[src/hfh_pkg.sv]
// Package for the half-flash converter host read port.
// Assumes a 250 MHz system clock; conversion and read gap cycle counts derived here.
package hfh_pkg;
  localparam int unsigned CLK_PERIOD_PS = 4000;
  // Conversion time in ns, and gap between reads in ns
  localparam int unsigned CONV_TIME_NS = 2000;
  localparam int unsigned READ_GAP_NS = 2500;
  localparam int unsigned CONV_CYCLES = (CONV_TIME_NS * 1000) / CLK_PERIOD_PS;
  localparam int unsigned GAP_CYCLES = (READ_GAP_NS * 1000 + CLK_PERIOD_PS - 1) / CLK_PERIOD_PS;
  // Least strobe-low time in a pipelined read, in cycles
  localparam int unsigned STROBE_CYCLES = 4;
  localparam int unsigned CNT_W = 12;
  localparam int unsigned CHAN_W = 3;
  localparam int unsigned DATA_W = 8;
  localparam logic [CHAN_W-1:0] CHAN_RST = 3'h0;
  localparam logic [DATA_W-1:0] DATA_RST = 8'h00;
  // Bipolar mode result is offset binary: mask then invert flips only the top bit
  localparam logic [DATA_W-1:0] BIP_MASK = 8'h7f;
  typedef enum logic [0:0] {HFH_STALL, HFH_PIPE} hfh_mode_t;
endpackage

[src/hfh_host.sv]
// Host controller driving the half-flash converter through its read pins.
// Assumes device pins synchronous to i_clk; wait line pull-up is external.
// Function
// - Pipelined reads spaced at least 2.5 us
// - Stall mode only with stretched reads
// - Wait line pull-up is external to the host
// - Low address bits select channel
// - Done low may end stretched read
`timescale 1ns/100ps
module hfh_host
  import hfh_pkg::*;
#(
  parameter int unsigned TIMEOUT_CYCLES = 2 * hfh_pkg::GAP_CYCLES
) (
  input wire logic i_clk, // System clock, 250 MHz
  input wire logic i_rst_n, // Sync reset, active low
  input wire logic i_ce, // Clock enable
  input wire hfh_pkg::hfh_mode_t i_mode, // Stall or pipelined
  input wire logic i_bipolar, // Result is offset binary
  input wire logic i_req, // Read request pulse
  input wire logic [hfh_pkg::CHAN_W-1:0] i_chan, // Channel for this read
  output logic o_busy, // Request not accepted now
  output logic o_valid, // Result pulse
  output logic [hfh_pkg::DATA_W-1:0] o_data, // Result; top bit flipped when i_bipolar
  output logic [hfh_pkg::CHAN_W-1:0] o_data_chan, // Channel of o_data
  output logic o_timeout, // Stall read never ended
  output logic o_cs_n, // Chip select to device
  output logic o_rd_n, // Read strobe to device
  output logic [hfh_pkg::CHAN_W-1:0] o_chan_sel, // Channel address pins
  input wire logic [hfh_pkg::DATA_W-1:0] i_result_bus, // Device byte bus
  input wire logic i_wait, // Wait line level with pull-up
  input wire logic i_done_n // Conversion done, active low
);
  typedef enum logic [1:0] {ST_IDLE, ST_STALL, ST_PIPE, ST_GAP} hfh_state_t;
  hfh_state_t state, next_state;
  logic cs_n, next_cs_n;
  logic [CHAN_W-1:0] chan, next_chan;
  logic [CHAN_W-1:0] prev_chan, next_prev_chan;
  logic [DATA_W-1:0] data, next_data;
  logic [CHAN_W-1:0] data_chan, next_data_chan;
  logic valid, next_valid;
  logic tout, next_tout;
  logic first, next_first;
  logic cnt_load;
  logic [CNT_W-1:0] cnt_value;
  logic cnt_zero;

  hfh_counter #(.W(CNT_W)) u_cnt (
    .i_clk(i_clk),
    .i_rst_n(i_rst_n),
    .i_ce(i_ce),
    .i_load(cnt_load),
    .i_value(cnt_value),
    .o_zero(cnt_zero)
  );

  function automatic logic [DATA_W-1:0] fmt(input logic [DATA_W-1:0] d, input logic bip);
    fmt = bip ? (d ^ BIP_MASK) ^ 8'hff : d;
  endfunction

  always_comb begin
    next_state = state;
    next_cs_n = cs_n;
    next_chan = chan;
    next_prev_chan = prev_chan;
    next_data = data;
    next_data_chan = data_chan;
    next_valid = 1'b0;
    next_tout = 1'b0;
    next_first = first;
    cnt_load = 1'b0;
    cnt_value = '0;
    unique case (state)
      ST_IDLE: begin
        if (i_req) begin
          next_cs_n = 1'b0;
          next_chan = i_chan;
          cnt_load = 1'b1;
          cnt_value = (i_mode == HFH_STALL) ? CNT_W'(TIMEOUT_CYCLES)
                                            : CNT_W'(STROBE_CYCLES);
          next_state = (i_mode == HFH_STALL) ? ST_STALL : ST_PIPE;
        end
      end
      ST_STALL: begin
        if (i_wait && !i_done_n && cnt_load == 1'b0 && !first) begin
          next_data = fmt(i_result_bus, i_bipolar);
          next_data_chan = chan;
          next_valid = 1'b1;
          next_cs_n = 1'b1;
          next_state = ST_GAP;
          cnt_load = 1'b1;
          cnt_value = CNT_W'(1);
        end else if (cnt_zero && !first) begin
          next_tout = 1'b1;
          next_cs_n = 1'b1;
          next_state = ST_GAP;
          cnt_load = 1'b1;
          cnt_value = CNT_W'(1);
        end
        next_first = 1'b0;
      end
      ST_PIPE: begin
        if (cnt_zero && !first) begin
          next_data = fmt(i_result_bus, i_bipolar);
          next_data_chan = prev_chan;
          next_prev_chan = chan;
          next_valid = 1'b1;
          next_cs_n = 1'b1;
          next_state = ST_GAP;
          cnt_load = 1'b1;
          cnt_value = CNT_W'(GAP_CYCLES);
        end
        next_first = 1'b0;
      end
      ST_GAP: begin
        if (cnt_zero) begin
          next_state = ST_IDLE;
        end
      end
    endcase
    if (next_state != state && next_state != ST_IDLE && next_state != ST_GAP) begin
      next_first = 1'b1;
    end
  end

  always_ff @(posedge i_clk) begin
    if (!i_rst_n) begin
      state <= ST_IDLE;
      cs_n <= 1'b1;
      chan <= CHAN_RST;
      prev_chan <= CHAN_RST;
      data <= DATA_RST;
      data_chan <= CHAN_RST;
      valid <= 1'b0;
      tout <= 1'b0;
      first <= 1'b0;
    end else if (i_ce) begin
      state <= next_state;
      cs_n <= next_cs_n;
      chan <= next_chan;
      prev_chan <= next_prev_chan;
      data <= next_data;
      data_chan <= next_data_chan;
      valid <= next_valid;
      tout <= next_tout;
      first <= next_first;
    end
  end

  logic busy;
  always_ff @(posedge i_clk) begin
    if (!i_rst_n) begin
      busy <= 1'b0;
    end else if (i_ce) begin
      busy <= (next_state != ST_IDLE);
    end
  end

  assign o_cs_n = cs_n;
  assign o_rd_n = cs_n;
  assign o_chan_sel = chan;
  assign o_data = data;
  assign o_data_chan = data_chan;
  assign o_valid = valid;
  assign o_timeout = tout;
  assign o_busy = busy;

  // wait pull-up is board level; host reads released line as high
  AST_STROBES_HIGH_IDLE: assert property (@(posedge i_clk) disable iff (!i_rst_n)
    (state == ST_IDLE) |-> o_cs_n)
    else $error("Strobes low while idle");
  AST_CHAN_STABLE: assert property (@(posedge i_clk) disable iff (!i_rst_n)
    (!o_cs_n && !$past(o_cs_n) && i_ce) |-> $stable(o_chan_sel))
    else $error("Channel changed during read");
  AST_PIPE_STROBE_LEN: assert property (@(posedge i_clk) disable iff (!i_rst_n)
    ($fell(o_cs_n) && state == ST_PIPE && i_ce) |-> !o_cs_n [*4])
    else $error("Pipelined read too short");
  AST_GAP_HIGH: assert property (@(posedge i_clk) disable iff (!i_rst_n)
    (state == ST_GAP) |-> o_cs_n)
    else $error("Strobes low in gap");
  AST_VALID_ENDS_READ: assert property (@(posedge i_clk) disable iff (!i_rst_n)
    (o_valid && i_ce) |-> o_cs_n)
    else $error("Result while strobes low");
  AST_STALL_DONE: assert property (@(posedge i_clk) disable iff (!i_rst_n)
    (state == ST_STALL && !first && i_wait && !i_done_n && i_ce) |=> o_valid)
    else $error("Stall read not ended on ready");
  AST_BUSY: assert property (@(posedge i_clk) disable iff (!i_rst_n)
    (state != ST_IDLE && i_ce) |-> o_busy)
    else $error("Busy low during read");
  AST_TIMEOUT: assert property (@(posedge i_clk) disable iff (!i_rst_n)
    o_timeout |-> !o_valid)
    else $error("Timeout with result");
  COV_STALL: cover property (@(posedge i_clk) state == ST_STALL ##[1:1000] o_valid);
  COV_PIPE: cover property (@(posedge i_clk) state == ST_PIPE ##[1:20] o_valid);
  COV_TOUT: cover property (@(posedge i_clk) o_timeout);
endmodule // hfh_host

[src/hfh_counter.sv]
// Down counter used for read spacing and timeouts.
// Assumes a synchronous active-low reset and a common clock enable.
`timescale 1ns/100ps
module hfh_counter #(
  parameter int unsigned W = 12
) (
  input wire logic i_clk, // System clock
  input wire logic i_rst_n, // Sync reset, active low
  input wire logic i_ce, // Clock enable
  input wire logic i_load, // Load start value
  input wire logic [W-1:0] i_value, // Start value
  output logic o_zero // Count has run out
);
  logic [W-1:0] cnt;
  logic [W-1:0] next_cnt;
  always_comb begin
    next_cnt = cnt;
    if (i_load) begin
      next_cnt = i_value;
    end else if (cnt != '0) begin
      next_cnt = cnt - W'(1);
    end
  end
  always_ff @(posedge i_clk) begin
    if (!i_rst_n) begin
      cnt <= '0;
    end else if (i_ce) begin
      cnt <= next_cnt;
    end
  end
  assign o_zero = (cnt == '0);
endmodule // hfh_counter

[config.mk]
export PLATFORM = sky130hd
export DESIGN_NAME = hfh_host
export DESIGN_NICKNAME = d
export VERILOG_FILES = /design/src/hfh_pkg.sv /design/src/hfh_host.sv /design/src/hfh_counter.sv
export SDC_FILE = /design/constraint.sdc
export NUM_CORES = 1
export LEC_CHECK = 0
export BUFFER_PORTS_ARGS = -buffer_cell sky130_fd_sc_hd__buf_2
export CAP_MARGIN = 10
export CORE_MARGIN = 1
export CORE_UTILIZATION = 35
export DETAILED_ROUTE_END_ITERATION = 8
export PLACE_DENSITY_LB_ADDON = 0.25
export SLEW_MARGIN = 10
export SYNTH_ARGS = -nofsm -noshare
export SYNTH_HDL_FRONTEND = slang
export SYNTH_SLANG_ARGS = --single-unit
export TNS_END_PERCENT = 10
[constraint.sdc]
create_clock -name i_clk -period 3 [get_ports i_clk]
set_input_delay 0 -clock i_clk [delete_from_list [all_inputs] [get_ports i_clk]]
set_output_delay 0 -clock i_clk [all_outputs]
set_load 0.02 [all_outputs]
==> impl_metrics.yaml <==
outcome:
  status: "finished clean"
yosys:
  mappedNetlistArea_um2: 2086
  synth_fp_nets: 264
  synth.ff_latch_count: 36
  synthTopCellsByCount: "sky130_fd_sc_hd__dfxtp_1 (36), sky130_fd_sc_hd__nand2_1 (23), sky130_fd_sc_hd__nor2b_1 (18)"
  synth.yosys.seq_area_share_pct: 34.55
  synthesis.instances: 239
  synth-edff-count: 0
  post_synth_top_area_cell: "sky130_fd_sc_hd__dfxtp_1"
  fraction_of_synthesized_cell_area_taken_by_the_top_area_cell_type_pct: 34.55
  netlist-cell-type-count: 54
  syn_area_per_cell_um2: 8.727
  yosysWarnings: 0
  async_reset_ff_share_pct: 0
  synthFlopType: "sky130_fd_sc_hd__dfxtp_1"
  post-synth-top-count-cell: "sky130_fd_sc_hd__dfxtp_1"
  synth.top_cells.by_area: "sky130_fd_sc_hd__dfxtp_1 (35%), sky130_fd_sc_hd__mux2i_1 (7.7%), sky130_fd_sc_hd__nor2b_1 (5.4%)"
sta:
  period_minus_slack_ns: 2.498
  setup_total_negative_slack_ns: 0
  clock_skew_ns: 0.005723
  slew_viol_final: 0
  grt_setup_unrepaired: "false"
  max_slew.worst_pin.slew_ns: 0.5264
  fmax_mhz: 400.4
  hold-worst-slack_ns: 0.06553
  finalHoldViolations: 0
  post-route-period-util_pct: 83.26
  finalSetupViolations: 0
  slew_headroom_pct: 64.90
global_routing:
  number_of_global_route_vias_before_repair: 1661
  track_usage_pct: 16.49
  total_overflow_reported_by_the_global_router: 0
  grt_pass1_wl_um: 8107
  initial_antenna_violation_count: 0
  pin_count_of_the_biggest_net_entering_global_routing: 36
final_layout:
  final_design_area_no_fill_um2: 2506
  syn2layout_area_growth_pct: 20.16
  n_antenna_cell: 0
  post_route_cells_drive_above_1_share_pct: 20.07
  finish.net_count: 308
  fillers: 584
floorplanning:
  effective_utilization_at_floorplan_pct: 37.19
  die_x_um: 79.20
  floorplan.io_pins: 38
  area_of_the_die_um2: 6272
  fp.coreArea_um2: 5608
  dieHeight_um: 79.20
  cell_rows: 27
worst_setup_path:
  cp_slowest_stage_delay_ns: 0.46
  kind_of_start_point_of_the_critical_path: "flip-flop"
  r2r.worst_path.cells: 8
  critical_path_required_ns: 3.22
  critPathKind: "flip-flop to flip-flop"
  cp-end-kind: "flip-flop"
  critical_path_cell_with_the_highest_stage_delay: "sky130_fd_sc_hd__ha_1"
  worstPathCellList: "inv_1 -> ha_1 -> nor2b_1 -> a41oi_1 -> a221oi_2 -> o21a_1 -> nand2_1 -> o22ai_1"
  critical_path_peak_fanout: 9
  crit_arrival_ns: 2.72
  worst_reg_to_reg_setup_slack_ns: 0.50
placement:
  placed_standard_cell_area_um2: 2321
  buffer_ports.inserted: 37
  final_weighted_congestion_in_routability_driven_placement: 0.8750
  place_hpwl_um: 3388
clock_network:
  cts_inserted_buffers: 5
  cts_root_buffer: "sky130_fd_sc_hd__clkbuf_8"
  clk-insertion-delay-late_ns: 0.29
  sink_count_of_the_clock_tree: 36
  cts.repair_timing.setup_buffer_count: 0
  tritoncts: "done"
  htree_levels: 2
  cts.clk_slew.worst_paths_ns: 0.08
  cts.path.max_buffers: 2
detailed_routing:
  remaining_drc_errors: 0
  routed-wl-met2_um: 2122
  route.top_layer_used: "met4"
  dr.pass1.iters: 4
  detailedRoute.firstIterationViolations: 151
  drt_wl_total_um: 4865
  viasPerCell: 5.208
  detailroute.via_count: 1854
  wl_met1_um: 2505
  avgRoutedWirePerCell_um: 13.67
  route.met3.wl_um: 191
  drt.antenna.violating_nets: 0
hold_path:
  worstHoldPathType: "input pin to flip-flop"
  whs_path_depth: 4
job:
  max_cap_violations: 0
pwr:
  pwr_density_cell_nw_per_um2: 782.9
  vdd_drop_max_mv: 0.2840
  static-leakage-power_nw: 1.076
worst paths after layout:
check / startpoint / to
min reg2reg: prev_chan[1]$_SDFFE_PN0P_ / prev_chan[1]$_SDFFE_PN0P_
min: i_result_bus[7] / o_data[7]$_SDFFE_PN0P_
max reg2reg: state[0]$_SDFFE_PN0P_ / u_cnt.cnt[9]$_SDFFE_PN0P_
max: state[0]$_SDFFE_PN0P_ / u_cnt.cnt[9]$_SDFFE_PN0P_
flip-flops by register name, summed over array words and instances (netlist names):
name / cells
first: 1
o_busy: 1
o_chan_sel: 3
o_cs_n: 1
o_data: 8
o_data_chan: 3
o_timeout: 1
o_valid: 1
prev_chan: 3
state: 2
u_cnt.cnt: 12
critical path, delay by kind of cell, from the launching register on:
| family | cells | cell delay [ns] |
|---|---|---|
| compound gates | 4 | 1.04 |
| simple gates | 2 | 0.39 |
| fa+ha+maj | 1 | 0.46 |
| buf+inv | 1 | 0.15 |
| flops | 1 | 0.39 |
where the power goes:
part / switching (W) / internal (W)
Clock: 0.000178 / 0.000166
Combinational: 0.000534 / 0.000403
Sequential: 0.000116 / 0.000565
area by class of cell:
| class | count | area (um^2) | share of cell area [%] |
|---|---|---|---|
| Sequential cell | 36 | 720.7 | 28.76 |
| Clock inverter | 1 | 8.758 | 0.3495 |
| Inverter | 7 | 26.28 | 1.048 |
| Timing Repair Buffer | 50 | 307.8 | 12.28 |
| Clock buffer | 7 | 76.32 | 3.045 |
| Multi-Input combinational cell | 183 | 1276 | 50.92 |
| Tap cell | 72 | 90.09 | 3.595 |
layout by cell type, fill, tap and decap left out, types with 2 or more instances in the layout:
master | Yosys | routed
sky130_fd_sc_hd__o21ai_0 | 10 | 10
sky130_fd_sc_hd__a21boi_0 | 6 | 6
sky130_fd_sc_hd__buf_2 | 2 | 37
sky130_fd_sc_hd__dfxtp_1 | 36 | 36
sky130_fd_sc_hd__o21a_1 | 4 | 4
sky130_fd_sc_hd__nand2_1 | 23 | 23
sky130_fd_sc_hd__inv_1 | 7 | 7
sky130_fd_sc_hd__a21oi_1 | 10 | 10
sky130_fd_sc_hd__xor2_1 | 2 | 2
sky130_fd_sc_hd__o31ai_1 | 3 | 3
sky130_fd_sc_hd__nor3_1 | 6 | 6
sky130_fd_sc_hd__mux2i_1 | 16 | 16
sky130_fd_sc_hd__or3_1 | 3 | 3
sky130_fd_sc_hd__nor2b_1 | 18 | 18
sky130_fd_sc_hd__o211ai_1 | 5 | 5
sky130_fd_sc_hd__ha_1 | 6 | 6
sky130_fd_sc_hd__buf_4 | 1 | 3
sky130_fd_sc_hd__clkbuf_8 | 0 | 5
sky130_fd_sc_hd__nor3b_1 | 2 | 2
sky130_fd_sc_hd__nand3_1 | 8 | 8
sky130_fd_sc_hd__dlygate4sd3_1 | 0 | 10
sky130_fd_sc_hd__o211a_1 | 6 | 6
sky130_fd_sc_hd__clkbuf_1 | 8 | 2
sky130_fd_sc_hd__nand2b_1 | 7 | 7
sky130_fd_sc_hd__nor4_1 | 2 | 2
sky130_fd_sc_hd__nor2_1 | 15 | 15
sky130_fd_sc_hd__o22ai_1 | 3 | 3
sky130_fd_sc_hd__a22oi_1 | 2 | 2
through the flow:
step           utilization [%]  setup slack [ns]  instances  power, W
6_report                 44.69            0.5023        356  0.001962
5_1_grt                  44.69            0.2352        356  0.002115
4_1_cts                  44.69            0.5274        356  0.001962
3_5_place_dp             41.39            0.5609        338  0.001598
3_3_place_gp             41.39            0.5097        338  0.001609
2_1_floorplan                -            0.8088        239  0.001396
logic make-up after synthesis:
family,Yosys count,share of synthesized area [%]
simple gates,98,27.00
flops,36,34.55
fa+ha+maj,6,3.599
compound gates,60,21.66
mux,16,7.678
xor+xnor,3,1.260
buf+inv,20,4.259
per-layer routing:
layer,vias up,GRT usage [%]
li1,949,-
met1,852,23.07
met2,49,25.26
met3,4,3.103
met4,0,5.455
met5,-,0
what timing repair did:
| action | CTS | global route |
|---|---|---|
| hold endpoints to repair | 10 | 0 |
| resized for setup | 0 | 0 |
| hold buffers | 10 | 0 |
(Power assumes the default switching activity.)
